## src/hw/irtx_defines.svh

```systemverilog
// Register offsets, field positions and reset values of the IR transmit unit
`ifndef IRTX_DEFINES_SVH
`define IRTX_DEFINES_SVH
// Byte offsets of the registers
`define IRTX_OFS_CLKCTL   5'h00
`define IRTX_OFS_CARRIER  5'h04
`define IRTX_OFS_ACTLEN   5'h08
`define IRTX_OFS_SYMLEN   5'h0C
`define IRTX_OFS_CTRL     5'h10
`define IRTX_OFS_COUNT    5'h14
`define IRTX_OFS_FLAGS    5'h18
`define IRTX_OFS_IRQEN    5'h1C
// Clock control fields
`define IRTX_CLK_DBGRUN   8
`define IRTX_CLK_DIV      7:4
`define IRTX_CLK_SRC      1:0
// Carrier fields
`define IRTX_CAR_DUTY     7:0
`define IRTX_CAR_PER      15:8
// Control fields
`define IRTX_CTL_CRST     9
`define IRTX_CTL_RUN      8
`define IRTX_CTL_INV      4
`define IRTX_CTL_SHADOW   3
`define IRTX_CTL_ONESHOT  2
`define IRTX_CTL_SRST     1
`define IRTX_CTL_ENABLE   0
// Flag fields
`define IRTX_FLG_DB       0
`define IRTX_FLG_AP       1
`define IRTX_FLG_APBSY    8
`define IRTX_FLG_DBBSY    9
// Reset values
`define IRTX_RST8         8'h00
`define IRTX_RST16        16'h0000
`define IRTX_RST32        32'h0000_0000
`endif

```

## src/hw/irtx_pkg.sv

```systemverilog
// Types shared by the IR transmit unit
package irtx_pkg;
    // Bus answer phase, Gray coded
    typedef enum logic [0:0] {
        IRTX_BUS_IDLE = 1'b0,
        IRTX_BUS_ACK  = 1'b1
    } irtx_bus_t;
endpackage

```

## src/hw/irtx_clk_div.sv

```systemverilog
// Operating clock divider producing a one-cycle tick enable
`timescale 1ns/1ps
`include "irtx_defines.svh"
module irtx_clk_div
    import irtx_pkg::*;
#(
    parameter int DIV_W = 16
) (
    // Clock and reset
    input  wire logic       mclk_i,
    input  wire logic       nrst_i,
    // Control
    input  wire logic       run_i,
    input  wire logic [3:0] div_sel_i,
    // Tick
    output logic            tick_o
);
    logic [DIV_W-1:0] cnt;   // Free prescaler
    logic [DIV_W-1:0] mask;  // Low bits that must all be ones

    // Ratio is two to the power of the selection
    always_comb begin
        mask = DIV_W'((32'h1 << div_sel_i) - 32'h1);
    end

    // Prescaler advances only while the unit is clocked
    always_ff @(posedge mclk_i or negedge nrst_i) begin
        if (!nrst_i) begin
            cnt <= '0;
        end else if (run_i) begin
            cnt <= cnt + DIV_W'(1);
        end
    end

    // Tick when all selected low bits are set
    assign tick_o = run_i & ((cnt & mask) == mask);
endmodule // irtx_clk_div

```

## src/hw/irtx_carrier.sv

```systemverilog
// Carrier generator with 8-bit counter
`timescale 1ns/1ps
`include "irtx_defines.svh"
module irtx_carrier
    import irtx_pkg::*;
(
    // Clock and reset
    input  wire logic       mclk_i,
    input  wire logic       nrst_i,
    // Control
    input  wire logic       clr_i,
    input  wire logic       step_i,
    input  wire logic [7:0] duty_i,
    input  wire logic [7:0] period_i,
    // Carrier level
    output logic            level_o
);
    logic [7:0] cnt;  // Carrier counter

    // Counter wraps to zero on the period match
    always_ff @(posedge mclk_i or negedge nrst_i) begin
        if (!nrst_i) begin
            cnt <= `IRTX_RST8;
        end else if (clr_i) begin
            cnt <= `IRTX_RST8;
        end else if (step_i) begin
            if (cnt == period_i) begin
                cnt <= `IRTX_RST8;
            end else begin
                cnt <= cnt + 8'h01;
            end
        end
    end

    // Level starts high, toggles at duty and at period
    always_ff @(posedge mclk_i or negedge nrst_i) begin
        if (!nrst_i) begin
            level_o <= 1'b1;
        end else if (clr_i) begin
            level_o <= 1'b1;
        end else if (step_i && (cnt == duty_i || cnt == period_i)) begin
            level_o <= ~level_o;
        end
    end
endmodule // irtx_carrier

```

## src/hw/irtx_unit.sv

```systemverilog
// IR remote transmit unit: registers, data counter, output shaping
// Operation
// - Output is carrier AND data, then inverted if invert is set
// - Carrier toggles when counter equals duty
// - Period match toggles carrier, counter returns zero
// - Carrier lasts period+1, high duty+1 cycles
// - Carrier counter cleared, run with data counter
// - Data toggles when counter equals active length
// - Length match toggles data, counter returns zero
// - Symbol lasts length+1, active part active+1
// - Repeat mode cycles until run is cleared
// - One-shot mode halts on first length match
// - Unbuffered compare uses live length registers
// - Buffered compare uses shadows reloaded at end
// - Busy flag set on write, cleared on reload
// - Active match flag, cleared by one or reset
// - Symbol end flag, cleared by one or reset
// - Interrupt only while an enabled flag set
// - Outputs carry waveforms only while running
// - Clear pulse high during inactive symbol part
// - Debug-run bit keeps clock during debug halt
// - Invert control inverts the transmit output
// - Soft reset clears counters and flags, self-clears; the length busy flags are kept
// - One-shot end clears the run control
// - Counter reset reads one while in progress
//
// The Avalon-MM register port and the register offsets were decided locally.
`timescale 1ns/1ps
`include "irtx_defines.svh"
module irtx_unit
    import irtx_pkg::*;
(
    // Clock and reset
    input  wire logic        mclk_i,
    input  wire logic        nrst_i,
    // Avalon-MM slave
    input  wire logic [4:0]  avs_address_i,
    input  wire logic        avs_read_i,
    input  wire logic        avs_write_i,
    input  wire logic [31:0] avs_writedata_i,
    input  wire logic [3:0]  avs_byteenable_i,
    output logic [31:0]      avs_readdata_o,
    output logic             avs_waitrequest_o,
    // Processor debug halt
    input  wire logic        dbg_halt_i,
    // Pins and interrupt
    output logic             ir_tx_out_o,
    output logic             clear_pulse_out_o,
    output logic             irq_o
);
    irtx_bus_t   bus_st;             // Bus answer phase
    logic        acc;                // Access completes this edge
    logic        wr_go;              // Write completes this edge
    logic [15:0] wd;                 // Write data with lanes masked
    logic [15:0] wm;                 // Lane mask
    logic [15:0] rd_mux;             // Read data select
    logic        debug_run;          // Clock kept in debug halt
    logic [3:0]  clk_divide;         // Division ratio select
    logic [1:0]  clk_source;         // Source select, stored only
    logic [7:0]  carrier_duty;       // Carrier duty compare
    logic [7:0]  carrier_period;     // Carrier period compare
    logic [15:0] active_len;         // Active length register
    logic [15:0] symbol_len;         // Symbol length register
    logic [15:0] sh_active;          // Active length shadow
    logic [15:0] sh_symbol;          // Symbol length shadow
    logic        unit_enable;        // Operating clock gate
    logic        oneshot_sel;        // One-shot mode
    logic        shadow_enable;      // Compare buffering
    logic        out_invert;         // Output inversion
    logic        run_ctrl;           // Counting
    logic        cnt_rst;            // Counter reset pending
    logic        soft_reset;         // Soft reset in progress
    logic [15:0] symbol_count;       // Data counter
    logic        data_lvl;           // Data waveform, high is active
    logic        active_match_flag;  // Compare active event
    logic        symbol_end_flag;    // Compare symbol end event
    logic        active_len_busy;    // Active length awaits reload
    logic        symbol_len_busy;    // Symbol length awaits reload
    logic [1:0]  irq_en;             // Interrupt enables
    logic        tick;               // Operating clock enable
    logic        car_lvl;            // Carrier waveform
    logic        clr_cnt;            // Clear both counters
    logic        run_tick;           // Counting step
    logic [15:0] cmp_ap;             // Active compare value
    logic [15:0] cmp_db;             // Symbol compare value
    logic        hit_ap;             // Compare active event
    logic        hit_db;             // Compare symbol end event
    logic        wr_clk;             // Write strobes
    logic        wr_car;
    logic        wr_alen;
    logic        wr_slen;
    logic        wr_ctrl;
    logic        wr_flag;
    logic        wr_ien;

    // Address match for completed writes; every input is an argument so strobes follow the bus
    function automatic logic wr_at(input logic go, input logic [4:0] adr,
                                   input logic [4:0] ofs);
        return go & (adr == ofs);
    endfunction

    // One wait state, then the access completes
    always_ff @(posedge mclk_i or negedge nrst_i) begin
        if (!nrst_i) begin
            bus_st <= IRTX_BUS_IDLE;
        end else if ((avs_read_i | avs_write_i) && bus_st == IRTX_BUS_IDLE) begin
            bus_st <= IRTX_BUS_ACK;
        end else begin
            bus_st <= IRTX_BUS_IDLE;
        end
    end
    assign acc = bus_st == IRTX_BUS_ACK;
    assign wr_go = avs_write_i & acc;
    assign avs_waitrequest_o = (avs_read_i | avs_write_i) & ~acc;
    assign wm = {{8{avs_byteenable_i[1]}}, {8{avs_byteenable_i[0]}}};
    assign wd = avs_writedata_i[15:0] & wm;
    assign wr_clk  = wr_at(wr_go, avs_address_i, `IRTX_OFS_CLKCTL) & ~unit_enable;
    assign wr_car  = wr_at(wr_go, avs_address_i, `IRTX_OFS_CARRIER);
    assign wr_alen = wr_at(wr_go, avs_address_i, `IRTX_OFS_ACTLEN) & unit_enable;
    assign wr_slen = wr_at(wr_go, avs_address_i, `IRTX_OFS_SYMLEN) & unit_enable;
    assign wr_ctrl = wr_at(wr_go, avs_address_i, `IRTX_OFS_CTRL);
    assign wr_flag = wr_at(wr_go, avs_address_i, `IRTX_OFS_FLAGS);
    assign wr_ien  = wr_at(wr_go, avs_address_i, `IRTX_OFS_IRQEN);

    // Read data select, unmapped reads as zero
    always_comb begin
        rd_mux = `IRTX_RST16;
        unique case (avs_address_i)
            `IRTX_OFS_CLKCTL: begin
                rd_mux[`IRTX_CLK_DBGRUN] = debug_run;
                rd_mux[`IRTX_CLK_DIV]    = clk_divide;
                rd_mux[`IRTX_CLK_SRC]    = clk_source;
            end
            `IRTX_OFS_CARRIER: rd_mux = {carrier_period, carrier_duty};
            `IRTX_OFS_ACTLEN:  rd_mux = active_len;
            `IRTX_OFS_SYMLEN:  rd_mux = symbol_len;
            `IRTX_OFS_CTRL: begin
                rd_mux[`IRTX_CTL_CRST]    = cnt_rst;
                rd_mux[`IRTX_CTL_RUN]     = run_ctrl;
                rd_mux[`IRTX_CTL_INV]     = out_invert;
                rd_mux[`IRTX_CTL_SHADOW]  = shadow_enable;
                rd_mux[`IRTX_CTL_ONESHOT] = oneshot_sel;
                rd_mux[`IRTX_CTL_SRST]    = soft_reset;
                rd_mux[`IRTX_CTL_ENABLE]  = unit_enable;
            end
            `IRTX_OFS_COUNT: rd_mux = symbol_count;
            `IRTX_OFS_FLAGS: begin
                rd_mux[`IRTX_FLG_DB]    = symbol_end_flag;
                rd_mux[`IRTX_FLG_AP]    = active_match_flag;
                rd_mux[`IRTX_FLG_APBSY] = active_len_busy;
                rd_mux[`IRTX_FLG_DBBSY] = symbol_len_busy;
            end
            `IRTX_OFS_IRQEN: rd_mux = {14'h0000, irq_en};
            default: rd_mux = `IRTX_RST16;
        endcase
    end

    // Read data captured in the wait cycle, stands at completion
    always_ff @(posedge mclk_i or negedge nrst_i) begin
        if (!nrst_i) begin
            avs_readdata_o <= `IRTX_RST32;
        end else if (avs_read_i && !acc) begin
            avs_readdata_o <= {16'h0000, rd_mux};
        end
    end

    // Configuration registers
    always_ff @(posedge mclk_i or negedge nrst_i) begin
        if (!nrst_i) begin
            debug_run      <= 1'b0;
            clk_divide     <= 4'h0;
            clk_source     <= 2'h0;
            carrier_duty   <= `IRTX_RST8;
            carrier_period <= `IRTX_RST8;
            irq_en         <= 2'h0;
            unit_enable    <= 1'b0;
            oneshot_sel    <= 1'b0;
            shadow_enable  <= 1'b0;
            out_invert     <= 1'b0;
        end else begin
            if (wr_clk) begin
                debug_run  <= wd[`IRTX_CLK_DBGRUN];
                clk_divide <= wd[`IRTX_CLK_DIV];
                clk_source <= wd[`IRTX_CLK_SRC];
            end
            if (wr_car) begin
                carrier_duty   <= wd[`IRTX_CAR_DUTY];
                carrier_period <= wd[`IRTX_CAR_PER];
            end
            if (wr_ien) begin
                irq_en <= wd[1:0];
            end
            if (wr_ctrl) begin
                unit_enable   <= wd[`IRTX_CTL_ENABLE];
                oneshot_sel   <= wd[`IRTX_CTL_ONESHOT];
                shadow_enable <= wd[`IRTX_CTL_SHADOW];
                out_invert    <= wd[`IRTX_CTL_INV];
            end
        end
    end

    // Length registers, lanes merged
    always_ff @(posedge mclk_i or negedge nrst_i) begin
        if (!nrst_i) begin
            active_len <= `IRTX_RST16;
            symbol_len <= `IRTX_RST16;
        end else begin
            if (wr_alen) begin
                active_len <= (active_len & ~wm) | wd;
            end
            if (wr_slen) begin
                symbol_len <= (symbol_len & ~wm) | wd;
            end
        end
    end

    // Shadows follow live values unless buffering holds them
    always_ff @(posedge mclk_i or negedge nrst_i) begin
        if (!nrst_i) begin
            sh_active <= `IRTX_RST16;
            sh_symbol <= `IRTX_RST16;
        end else if (!shadow_enable || hit_db) begin
            sh_active <= active_len;
            sh_symbol <= symbol_len;
        end
    end
    assign cmp_ap = shadow_enable ? sh_active : active_len;
    assign cmp_db = shadow_enable ? sh_symbol : symbol_len;

    // Busy flags, a new write beats the reload clear
    always_ff @(posedge mclk_i or negedge nrst_i) begin
        if (!nrst_i) begin
            active_len_busy <= 1'b0;
            symbol_len_busy <= 1'b0;
        end else begin
            if (wr_alen && shadow_enable) begin
                active_len_busy <= 1'b1;
            end else if (hit_db || !shadow_enable) begin
                active_len_busy <= 1'b0;
            end
            if (wr_slen && shadow_enable) begin
                symbol_len_busy <= 1'b1;
            end else if (hit_db || !shadow_enable) begin
                symbol_len_busy <= 1'b0;
            end
        end
    end

    // Soft reset lasts one cycle after the write
    always_ff @(posedge mclk_i or negedge nrst_i) begin
        if (!nrst_i) begin
            soft_reset <= 1'b0;
        end else begin
            soft_reset <= wr_ctrl & wd[`IRTX_CTL_SRST];
        end
    end

    // Counter reset pending until the next operating tick
    always_ff @(posedge mclk_i or negedge nrst_i) begin
        if (!nrst_i) begin
            cnt_rst <= 1'b0;
        end else if (soft_reset) begin
            cnt_rst <= 1'b0;
        end else if (wr_ctrl && wd[`IRTX_CTL_CRST] && unit_enable) begin
            cnt_rst <= 1'b1;
        end else if (tick) begin
            cnt_rst <= 1'b0;
        end
    end

    // Run control, a write wins over the one-shot stop
    always_ff @(posedge mclk_i or negedge nrst_i) begin
        if (!nrst_i) begin
            run_ctrl <= 1'b0;
        end else if (soft_reset) begin
            run_ctrl <= 1'b0;
        end else if (wr_ctrl && avs_byteenable_i[1]) begin
            run_ctrl <= wd[`IRTX_CTL_RUN] & unit_enable;
        end else if (hit_db && oneshot_sel) begin
            run_ctrl <= 1'b0;
        end
    end

    // Operating clock enable, halted in debug unless allowed
    irtx_clk_div u_div (
        .mclk_i    (mclk_i),
        .nrst_i    (nrst_i),
        .run_i     (unit_enable & (~dbg_halt_i | debug_run)),
        .div_sel_i (clk_divide),
        .tick_o    (tick)
    );
    assign clr_cnt  = soft_reset | (cnt_rst & tick);
    assign run_tick = tick & run_ctrl & ~clr_cnt;
    assign hit_ap   = run_tick & (symbol_count == cmp_ap);
    assign hit_db   = run_tick & (symbol_count == cmp_db);

    // Carrier steps in step with the data counter
    irtx_carrier u_car (
        .mclk_i   (mclk_i),
        .nrst_i   (nrst_i),
        .clr_i    (clr_cnt),
        .step_i   (run_tick),
        .duty_i   (carrier_duty),
        .period_i (carrier_period),
        .level_o  (car_lvl)
    );

    // Data counter wraps on symbol end
    always_ff @(posedge mclk_i or negedge nrst_i) begin
        if (!nrst_i) begin
            symbol_count <= `IRTX_RST16;
        end else if (clr_cnt || hit_db) begin
            symbol_count <= `IRTX_RST16;
        end else if (run_tick) begin
            symbol_count <= symbol_count + 16'h0001;
        end
    end

    // Data level active from zero, toggled by either match alone, held if both coincide
    always_ff @(posedge mclk_i or negedge nrst_i) begin
        if (!nrst_i) begin
            data_lvl <= 1'b1;
        end else if (clr_cnt) begin
            data_lvl <= 1'b1;
        end else if (hit_ap ^ hit_db) begin
            data_lvl <= ~data_lvl;
        end
    end

    // Event flags, set beats the write-one clear
    always_ff @(posedge mclk_i or negedge nrst_i) begin
        if (!nrst_i) begin
            active_match_flag <= 1'b0;
            symbol_end_flag   <= 1'b0;
        end else if (soft_reset) begin
            active_match_flag <= 1'b0;
            symbol_end_flag   <= 1'b0;
        end else begin
            if (hit_ap) begin
                active_match_flag <= 1'b1;
            end else if (wr_flag && wd[`IRTX_FLG_AP]) begin
                active_match_flag <= 1'b0;
            end
            if (hit_db) begin
                symbol_end_flag <= 1'b1;
            end else if (wr_flag && wd[`IRTX_FLG_DB]) begin
                symbol_end_flag <= 1'b0;
            end
        end
    end

    // Registered pins and interrupt request
    always_ff @(posedge mclk_i or negedge nrst_i) begin
        if (!nrst_i) begin
            ir_tx_out_o       <= 1'b0;
            clear_pulse_out_o <= 1'b0;
            irq_o             <= 1'b0;
        end else begin
            ir_tx_out_o       <= run_ctrl & ((car_lvl & data_lvl) ^ out_invert);
            clear_pulse_out_o <= run_ctrl & ~data_lvl;
            irq_o <= (symbol_end_flag & irq_en[`IRTX_FLG_DB])
                   | (active_match_flag & irq_en[`IRTX_FLG_AP]);
        end
    end

    // Checks
    property p_idle_out;
        @(posedge mclk_i) disable iff (!nrst_i)
        !run_ctrl |=> !ir_tx_out_o && !clear_pulse_out_o;
    endproperty
    a_idle_out: assert property (p_idle_out) else $error("pin active while stopped");
    property p_irq;
        @(posedge mclk_i) disable iff (!nrst_i)
        (symbol_end_flag && irq_en[0]) |=> irq_o;
    endproperty
    a_irq: assert property (p_irq) else $error("enabled flag without irq");
    property p_wrap;
        @(posedge mclk_i) disable iff (!nrst_i)
        hit_db |=> symbol_count == 16'h0000 && data_lvl;
    endproperty
    a_wrap: assert property (p_wrap) else $error("no wrap at symbol end");
    property p_oneshot;
        @(posedge mclk_i) disable iff (!nrst_i)
        hit_db && oneshot_sel && !wr_ctrl |=> !run_ctrl ##1 $stable(symbol_count);
    endproperty
    a_oneshot: assert property (p_oneshot) else $error("one-shot kept running");
    property p_flag_db;
        @(posedge mclk_i) disable iff (!nrst_i)
        hit_db && !soft_reset |=> symbol_end_flag;
    endproperty
    a_flag_db: assert property (p_flag_db) else $error("symbol end flag missed");
    property p_flag_ap;
        @(posedge mclk_i) disable iff (!nrst_i)
        hit_ap && !soft_reset |=> active_match_flag && !data_lvl;
    endproperty
    a_flag_ap: assert property (p_flag_ap) else $error("active match missed");
    property p_busy;
        @(posedge mclk_i) disable iff (!nrst_i)
        wr_alen && shadow_enable |=> active_len_busy;
    endproperty
    a_busy: assert property (p_busy) else $error("busy not set");
    property p_hold;
        @(posedge mclk_i) disable iff (!nrst_i)
        !run_ctrl && !clr_cnt |=> $stable(symbol_count);
    endproperty
    a_hold: assert property (p_hold) else $error("counter moved while stopped");
    property p_soft;
        @(posedge mclk_i) disable iff (!nrst_i)
        soft_reset |=> symbol_count == 16'h0000 && !symbol_end_flag && !soft_reset;
    endproperty
    a_soft: assert property (p_soft) else $error("soft reset incomplete");
    c_oneshot: cover property (@(posedge mclk_i) disable iff (!nrst_i) hit_db && oneshot_sel);
    c_reload:  cover property (@(posedge mclk_i) disable iff (!nrst_i) hit_db && shadow_enable);
    c_irq:     cover property (@(posedge mclk_i) disable iff (!nrst_i) $rose(irq_o));
endmodule // irtx_unit

```

## config.mk

```make
export PLATFORM = sky130hd
export DESIGN_NAME = irtx_unit
export DESIGN_NICKNAME = d
export VERILOG_FILES = /design/src/hw/irtx_pkg.sv /design/src/hw/irtx_clk_div.sv /design/src/hw/irtx_carrier.sv /design/src/hw/irtx_unit.sv
export VERILOG_INCLUDE_DIRS = /design/src /design/src/hw
export SDC_FILE = /design/constraint.sdc
export NUM_CORES = 1
export LEC_CHECK = 0
export BUFFER_PORTS_ARGS = -buffer_cell sky130_fd_sc_hd__buf_2
export CAP_MARGIN = 20
export CORE_UTILIZATION = 47
export DETAILED_ROUTE_END_ITERATION = 10
export GPL_TIMING_DRIVEN = 0
export PLACE_DENSITY = 0.66
export RECOVER_POWER = 100
export SLEW_MARGIN = 20
export SYNTH_ARGS = -nofsm -noshare
export SYNTH_HDL_FRONTEND = slang
export SYNTH_HIERARCHICAL = 1
export SYNTH_SLANG_ARGS = --single-unit
```

## constraint.sdc

```tcl
create_clock -name mclk_i -period 8.57 [get_ports mclk_i]
set_input_delay 1.2855 -clock mclk_i [delete_from_list [all_inputs] [get_ports mclk_i]]
set_output_delay 1.2855 -clock mclk_i [all_outputs]
set_load 0.01 [all_outputs]
```

==> results of run 1 <==
cells by family (layout without fill, tap and decap cells):
kind of cell / count (synthesis) / in the layout / synth area share (%)
flops: 161 / 161 / 48.1
other cells: 1 / 16 / 0.0447
fa+ha+maj: 4 / 4 / 0.597
buf+inv: 75 / 151 / 5.04
xor+xnor: 81 / 81 / 8.46
mux: 103 / 103 / 13.3
compound gates: 124 / 124 / 10.1
simple gates: 245 / 245 / 14.4
layer usage:
metal | global-route usage (%) | wire, um | vias up | part of all wire [%]
met2 | 39.0 | 10200 | 203 | 47
met5 | 0 | 0 | - | 0
li1 | - | - | 2941 | -
met3 | 5.99 | 1320 | 43 | 6.0
met1 | 34.6 | 9670 | 3124 | 44
met4 | 9.55 | 600 | 0 | 2.7
worst max path at each step:
| stage | endpoint | slack [ns] | cells past startpoint |
|---|---|---|---|
| after global routing | sh_active[7] | 2.95 | 15 |
| final | sh_active[7] | 3.29 | 15 |
| after global placement | asynchronous set/reset pin | 3.72 | 1 |
| after CTS | sh_active[3] | 4.30 | 15 |
| after detailed placement | sh_active[6] | 3.95 | 13 |
| after floorplan | sh_active[10] | 4.83 | 12 |
metrics by stage:
stage	std cells	setup WS (ns)	util [%]	cell area [sq um]
floorplan	809	4.83	-	8440
global placement	1079	3.72	51.5	8950
detailed placement	1080	3.95	51.8	8980
CTS	1110	4.30	55.2	9580
global route	1110	2.95	54.6	9490
finish	1110	3.29	54.6	9490
area by class of cell:
type	instances	area, sq um	share of cell area, %
Sequential cell	161	4030	42.5
Multi-Input combinational cell	573	3960	41.7
Timing Repair Buffer	46	225	2.37
Buffer	66	364	3.84
Inverter	9	33.8	0.356
Tap cell	225	282	2.97
Clock inverter	9	131	1.39
Clock buffer	21	460	4.85
cell usage in the layout (no fill, tap or decap), types with 4 or more instances in the layout:
| cell | Yosys | layout |
|---|---|---|
| and3_1 | 7 | 7 |
| a222oi_1 | 6 | 6 |
| clkbuf_16 | 0 | 17 |
| nor4_1 | 7 | 8 |
| nor2_1 | 53 | 53 |
| nand2_1 | 93 | 94 |
| xor2_1 | 46 | 46 |
| xnor2_1 | 35 | 35 |
| nand3_1 | 24 | 24 |
| nor2b_1 | 6 | 6 |
| a21oi_1 | 11 | 11 |
| dfrtp_1 | 159 | 159 |
| inv_1 | 9 | 9 |
| conb_1 | 1 | 16 |
| clkbuf_1 | 33 | 62 |
| mux2_2 | 65 | 65 |
| buf_4 | 16 | 16 |
| ha_1 | 4 | 4 |
| a22oi_1 | 21 | 21 |
| mux2i_1 | 35 | 35 |
| o21ai_0 | 40 | 40 |
| a22o_1 | 12 | 12 |
| nand4_1 | 12 | 13 |
| a221oi_1 | 9 | 9 |
| a21o_1 | 5 | 5 |
| nor3_1 | 15 | 16 |
| buf_2 | 9 | 30 |
| nand2b_1 | 5 | 5 |
power by group through the flow:
stage               Combinational (mW)  Sequential (mW)  Clock [mW]
CTS                              0.158            0.806       0.786
floorplan                        0.104            0.810           0
global placement                 0.153            0.819           0
finish                           0.155            0.806       0.775
detailed placement               0.158            0.819           0
global route                     0.173            0.808       0.820
==> impl_metrics.toml, run 1 <==
[route]
wl_per_cell_um = 19.7
drtIter0Drc = 571
antenna_left = 0
totalWireLength_um = 21800
vias = 6311
drt-vias-per-instance = 5.69
drc = 0
dr.pass1.iters = 6

[power]
pwr_density_cell_nw_per_um2 = 183
p_seq_share_pct = 46.4
finalPower_mw = 1.74
swShare_pct = 24.6
power_frac_clock_pct = 44.6
intPower_mw = 1.31
peakVddDrop_v = 0.000141
p_leak_nw = 4.43
power_frac_comb_pct = 8.9
switchingPower_mw = 0.426

[synthesis]
synthCells = 794
synth.area.top_cells = "dfrtp_1 (47%), mux2_2 (8.7%), xor2_1 (4.8%)"
ys_seq_area_share_pct = 48.1
yosysWarnings = 6
synth_edf_count = 0
synthTopCellsByCount = "dfrtp_1 (159), nand2_1 (93), mux2_2 (65)"
avgSynthCellArea_sq_um = 10.6
synth_seq_cells = 161
netlist_area_sq_um = 8380
yosysUniqueCellTypes = 62
async_flop_share_pct = 100
yosys.area.top_type_share_pct = 47.5
yosys.cell_count.top_type = "dfrtp_1"
synth_ff_type = "dfrtp_1"
synth_top_area_cell = "dfrtp_1"

[clocking]
cts_sinks = 161
cts_resized = 0
clk_path_buf_depth = 2
cts_max_level = 4
insertion_delay_ns = 0.43
cts_buffers = 17
cts_tree = "yes"
clkSlewWorstSetupHoldPaths_ns = 0.06
root_buffer = "clkbuf_16"
hold_buffers = 0
cts_setup_buffers = 0

[critical_path]
slowest_stage = "clkbuf_1"
cp.required_ns = 8.89
r2r_slack_ns = 3.29
worstReg2RegStart = "clk_divide[3]"
crit_chain = "clkbuf_1, nor3_1, nand2b_1, ha_1, clkbuf_1, o211a_1, nor4_1, o311ai_0, nor3_1, nor4bb_1, clkbuf_1, nand4_1, nand2_1, clkbuf_1, mux2_2"
crit_path_end_kind = "flop"
crit_fanout = 13
cp.buffers_inverters = 4
r2r-end = "sh_active[7]"
path_class = "flop to flop"
max_stage_delay_ns = 0.58
worstPathArrival_ns = 5.60
path_common_cell = "clkbuf_1"
startpoint_type = "flop"
reg2regPathDepth = 15
crit_family = "simple AND/OR/NAND/NOR gates"
critPathLaunch = "clk_divide[3]"

[timing]
finalMaxSlewViolations = 62
rsz0062_at_grt = "no"
skew_ns = 0.0131
slew_headroom_pct = -127
fmax_ghz = 0.189
hold_ws_ns = 0.473
period_share_pct = 61.7
hold_viol_final = 0
fin_crit_ns = 5.28
finalSetupTns_ns = 0
setup_violations = 0
worst_slew_pin_slew_ns = 3.40

[worst_hold_path]
holdPathEnd = "avs_readdata_o[1]"
whs_path_depth = 1
holdCritStartpoint = "avs_readdata_o[1]"
hold_class = "flop to flop"

[placement]
dpl.hpwl_um = 16100
portBuffers = 45
place.gp.congestion = 0.925

[die]
die_y_um = 136
rows = 48
ios = 82
core_sq_um = 17400
dieArea_sq_um = 18400
die-width_um = 136
initial_utilization_pct = 48.3

[global_routing]
grt_pass1_wl_um = 34500
grt_pass1_vias = 6066
grt_usage_pct = 25.4
antenna_found_initial = 0
gr-total-overflow = 0
grt_max_degree = 101

[finish]
area_delta_synth_final_pct = 13.1
antenna_cells = 0
nets = 924
fillers = 1542
drive_above_1_share_pct = 17.3

[status]
violations = "max-capacitance violations, max-slew violations"
status = "finished with violations"

[job]
maxCapViolCount = 1
Note: power is estimated with default switching activity, not from simulation.
==> run 2, diff against run 1 <==
- PLACE_DENSITY: 0.66 -> 0.68
- clock period: 8.57 -> 4.8 ns (I/O delays scaled with it)
==> run 2 against run 1 <==
  * The flow still finishes with violations (max-capacitance violations, max-slew violations)
  * Clock skew decreased by 0.0036 ns
  * Routed wire length decreased by 2.3%
  * Combinational power increased by 81%
  * Non-clock buffer count unchanged
  * Sequential share of layout area decreased by 0.17 points
  * Global-route usage decreased by 0.24 points
  * Worst setup slack got worse by 2.8 ns
  * Fmax increased by 23%
  * Count of clock-buffer cells in the layout increased by 3
  * Critical path depth unchanged
  * Power increased by 77%
  * Core utilization increased by 0.22 points
==> impl_metrics.toml, run 2 (synthesized netlist as in run 1, its figures left out) <==
[status]
status = "finished with violations"
violations = "max-capacitance violations, max-slew violations"

[timing]
period_share_pct = 89.7
skew_ns = 0.00943
fmax_ghz = 0.232
setup_violations = 0
rsz0062_at_grt = "no"
finalSetupTns_ns = 0
finalMaxSlewViolations = 75
worst_slew_pin_slew_ns = 3.51
fin_crit_ns = 4.30
slew_headroom_pct = -134
hold_viol_final = 0

[clocking]
cts_buffers = 17
cts_sinks = 161
cts_tree = "yes"
cts_max_level = 4
clkSlewWorstSetupHoldPaths_ns = 0.06
clk_path_buf_depth = 2
cts_resized = 0
insertion_delay_ns = 0.43
cts_setup_buffers = 0
root_buffer = "clkbuf_16"
hold_buffers = 0

[route]
dr.pass1.iters = 9
drc = 0
vias = 6318
drtIter0Drc = 533
antenna_left = 0
totalWireLength_um = 21300
wl_per_cell_um = 19.2
drt-vias-per-instance = 5.68

[die]
dieArea_sq_um = 18400
rows = 48
initial_utilization_pct = 48.3
ios = 82
core_sq_um = 17400
die_y_um = 136
die-width_um = 136

[critical_path]
slowest_stage = "dfrtp_1"
critPathLaunch = "clk_divide[3]"
reg2regPathDepth = 15
max_stage_delay_ns = 0.47
crit_fanout = 13
r2r_slack_ns = 0.50
r2r-end = "sh_active[12]"
crit_chain = "clkbuf_1, nor3_1, nand2b_1, ha_1, clkbuf_1, o211a_1, nor4_1, o311ai_0, nor3_1, nor4bb_1, buf_2, nand4_2, nand2_2, buf_6, mux2_2"
cp.required_ns = 5.12
path_class = "flop to flop"
worstSetupEndpoint = "sh_active[12]"
startpoint_type = "flop"
worstReg2RegStart = "clk_divide[3]"
crit_path_end_kind = "flop"
worstPathArrival_ns = 4.62

[power]
pwr_density_cell_nw_per_um2 = 323
p_leak_nw = 4.46
peakVddDrop_v = 0.000270

[finish]
nets = 924
final_cell_area_sq_um = 9520
antenna_cells = 0
final_cell_mix = "dfrtp_1 (159), nand2_1 (93), mux2_2 (65), clkbuf_1 (58), nor2_1 (53)"
drive_above_1_share_pct = 18.2
area_delta_synth_final_pct = 13.6
layout_commonest_cell = "dfrtp_1"

[worst_hold_path]
hold_class = "flop to flop"

[global_routing]
grt_usage_pct = 25.1
grt_pass1_wl_um = 34100
gr-total-overflow = 0
grt_max_degree = 88
antenna_found_initial = 0
grt_pass1_vias = 6161

[placement]
placed_cell_area_sq_um = 8980
dpl.hpwl_um = 15700
portBuffers = 45
place.gp.congestion = 0.901

[job]
maxCapViolCount = 1
## run 2: power by group
group	internal, mW	switching, mW	total, mW
Clock	0.808	0.546	1.35
Combinational	0.109	0.171	0.280
Sequential	1.39	0.0452	1.44
Total	2.31	0.762	3.07
## run 2: per-layer routing
layer / up-vias / part of all wire [%] / global-route usage [%]
li1: 2947 / - / -
met1: 3085 / 44 / 33.3
met2: 236 / 47 / 39.2
met3: 50 / 5.9 / 5.09
met4: 0 / 3.8 / 12.1
met5: - / 0 / 0
## run 2: area by class of cell
class	count	area [sq um]
clock inverters	8	101
well taps	225	282
fillers	1516	7830
multi-input cells	573	3970
clock buffers	24	482
flip-flops and latches	161	4030
repair buffers	46	231
inverters	9	33.8
plain buffers	66	389
## run 2: critical path: cells and delay by family, from the launching register on
family	cells	cell delay [ns]
and+or+nand+nor	7	1.80
buffers and inverters	4	1.00
DFF	1	0.47
AOI/OAI and AO/OA	2	0.35
muxes	1	0.35
adders and majority gates	1	0.20
## run 2: stage by stage
step | total power, mW | worst slack (ns) | hold WS, ns | utilization, % | instances
after floorplan | 1.63 | 1.38 | 0.424 | - | 809
after global placement | 1.73 | 0.534 | 0.457 | 51.5 | 1079
after detailed placement | 1.74 | 0.581 | 0.461 | 51.8 | 1080
after CTS | 3.09 | 0.563 | 0.262 | 55.1 | 1112
after global routing | 3.20 | 0.117 | 0.501 | 54.9 | 1112
final | 3.07 | 0.496 | 0.473 | 54.9 | 1112
## run 2: how the worst min path moves through the flow
stage                      startpoint                          to  slack [ns]  cells after the start
floorplan                      nrst_i  asynchronous set/reset pin        0.42                      0
global placement    avs_readdata_o[3]           avs_readdata_o[3]        0.46                      1
detailed placement  avs_readdata_o[1]           avs_readdata_o[1]        0.46                      1
CTS                            nrst_i                u_div/cnt[3]        0.26                      1
global route        avs_readdata_o[8]           avs_readdata_o[8]        0.50                      1
finish              avs_readdata_o[1]           avs_readdata_o[1]        0.47                      1
==> run 3, diff against run 2 <==
- REMOVE_ABC_BUFFERS: not set -> 1
==> run 3 against run 2 <==
  * The run still ends with max-capacitance violations, max-slew violations left
  * Routed wire length shrank 4.4%
  * Combinational power shrank 15%
  * Fmax grew 3.3%
  * Sequential cell count is the same
  * Critical path type unchanged
  * Hold slack gained 0.0013 ns
  * Via count shrank 3.8%
  * Critical path depth shrank 3
  * Clock power is essentially flat
  * Worst setup slack gained 0.14 ns
  * Core utilization shrank 1.6 points
  * Final area shrank 2.9%
  * Register-to-register slack gained 0.14 ns
==> impl_metrics.toml, run 3 (synthesized netlist as in run 1, its figures left out) <==
[worst_hold_path]
hold_class = "flop to flop"
holdCritStartpoint = "avs_readdata_o[8]"
whs_path_depth = 1
holdPathEnd = "avs_readdata_o[8]"

[placement]
portBuffers = 47
dp.cells = 1019
place.gp.congestion = 0.914
dpl.hpwl_um = 13900
placed_cell_area_sq_um = 8680

[finish]
final_cell_mix = "dfrtp_1 (158), nand2_1 (93), mux2_2 (65), nor2_1 (50), xor2_1 (46)"
layout_commonest_cell = "dfrtp_1"
nets = 866
finalNonFillerCells = 1054
antenna_cells = 0
area_delta_synth_final_pct = 10.3
final_cell_area_sq_um = 9240
drive_above_1_share_pct = 17.1

[clocking]
cts_max_level = 4
clk_path_buf_depth = 2
cts_buffers = 17
cts_sinks = 161
insertion_delay_ns = 0.43
root_buffer = "clkbuf_16"
clkSlewWorstSetupHoldPaths_ns = 0.06
cts_tree = "yes"

[critical_path]
reg2regPathDepth = 12
worstReg2RegStart = "clk_divide[3]"
cp.required_ns = 5.11
path_class = "flop to flop"
worstPathArrival_ns = 4.48
r2r-end = "sh_symbol[6]"
r2r_slack_ns = 0.63
crit_fanout = 32
crit_path_end_kind = "flop"
startpoint_type = "flop"

[timing]
worst_slew_pin_slew_ns = 3.46
finalMaxSlewViolations = 92
rsz0062_at_grt = "no"
fmax_ghz = 0.240
fin_crit_ns = 4.17
finalSetupTns_ns = 0
hold_viol_final = 0
skew_ns = 0.00927
period_share_pct = 86.8
hold_ws_ns = 0.474
slew_headroom_pct = -130
setup_violations = 0

[status]
violations = "max-capacitance violations, max-slew violations"
status = "finished with violations"

[route]
drc = 0
antenna_left = 0
vias = 6078
wl_per_cell_um = 19.3
totalWireLength_um = 20400
dr.pass1.iters = 6
drtIter0Drc = 571
drt-vias-per-instance = 5.77

[power]
switchingPower_mw = 0.764
power_frac_clock_pct = 44.8
p_leak_nw = 4.27
p_seq_share_pct = 47.4
power_frac_comb_pct = 7.8
swShare_pct = 24.9
intPower_mw = 2.30
finalPower_mw = 3.07
pwr_density_cell_nw_per_um2 = 332
peakVddDrop_v = 0.000257

[global_routing]
grt_pass1_wl_um = 32300
gr-total-overflow = 0
grt_pass1_vias = 5770
grt_max_degree = 89
grt_usage_pct = 23.5
antenna_found_initial = 0

[die]
die-width_um = 136
ios = 82
initial_utilization_pct = 48.3
core_sq_um = 17400
dieArea_sq_um = 18400
die_y_um = 136
rows = 48

[job]
maxCapViolCount = 3
run 3: cell types whose count changed in the layout (fill, tap and decap cells not counted), sizes merged:
cell	previous run	this run
buf	56	31
bufinv	2	3
clkbuf	79	41
clkinv	5	6
clkinvlp	0	3
run 3: worst max path at each step:
| stage | slack [ns] | cells after the start | start | endpoint |
|---|---|---|---|---|
| 5_1_grt | 0.29 | 13 | clk_divide[3] | data_lvl |
| 6_report | 0.63 | 12 | clk_divide[3] | sh_symbol[6] |
| 3_5_place_dp | -0.13 | 10 | dbg_halt_i | sh_symbol[13] |
| 2_1_floorplan | 0.27 | 9 | dbg_halt_i | sh_active[0] |
| 4_1_cts | 0.12 | 11 | clk_divide[3] | sh_active[10] |
| 3_3_place_gp | -1.23 | 10 | dbg_halt_i | sh_symbol[13] |
run 3: per-stage QoR:
| step | util (%) | setup slack (ns) |
|---|---|---|
| 2_1_floorplan | - | 0.273 |
| 3_3_place_gp | 49.4 | -1.23 |
| 3_5_place_dp | 50.0 | -0.126 |
| 4_1_cts | 53.5 | 0.119 |
| 5_1_grt | 53.3 | 0.287 |
| 6_report | 53.3 | 0.634 |
run 3: repair_timing:
item | CTS | global route
hold buffers | 0 | 0
gates resized for setup | 0 | 1
endpoints found under the setup margin | 0 | 33
buffers inserted | 0 | 3
run 3: per-layer routing:
| layer | up-vias | global-route usage [%] | part of all wire, % |
|---|---|---|---|
| li1 | 2821 | - | - |
| met1 | 3020 | 32.9 | 45 |
| met2 | 200 | 35.8 | 47 |
| met3 | 37 | 4.90 | 5.5 |
| met4 | 0 | 8.68 | 2.4 |
| met5 | - | 0 | 0 |
run 3: worst max-delay path, stage by stage, from the launching register on:
cell	delay (ns)
dfrtp_1	0.56
nor3_1	0.39
nand2b_1	0.10
ha_1	0.32
o211a_1	0.15
nor4_1	0.24
o311ai_0	0.17
nor3_1	0.45
nor4bb_4	0.28
buf_4	0.21
nand4_1	0.27
nand2_4	0.49
mux2_2	0.40
run 3: cell type report:
type	count	area, sq um
clock buffers	19	433
fillers	1534	8110
multi-input cells	573	3990
well taps	225	282
inverters	9	33.8
clock inverters	13	163
repair buffers	54	310
flip-flops and latches	161	4030
run 3: power groups by stage:
stage	combinational (mW)	clock [mW]	sequential, mW
2_1_floorplan	0.144	0	1.46
3_3_place_gp	0.226	0	1.48
3_5_place_dp	0.240	0	1.48
4_1_cts	0.241	1.39	1.45
5_1_grt	0.268	1.46	1.46
6_report	0.238	1.37	1.45
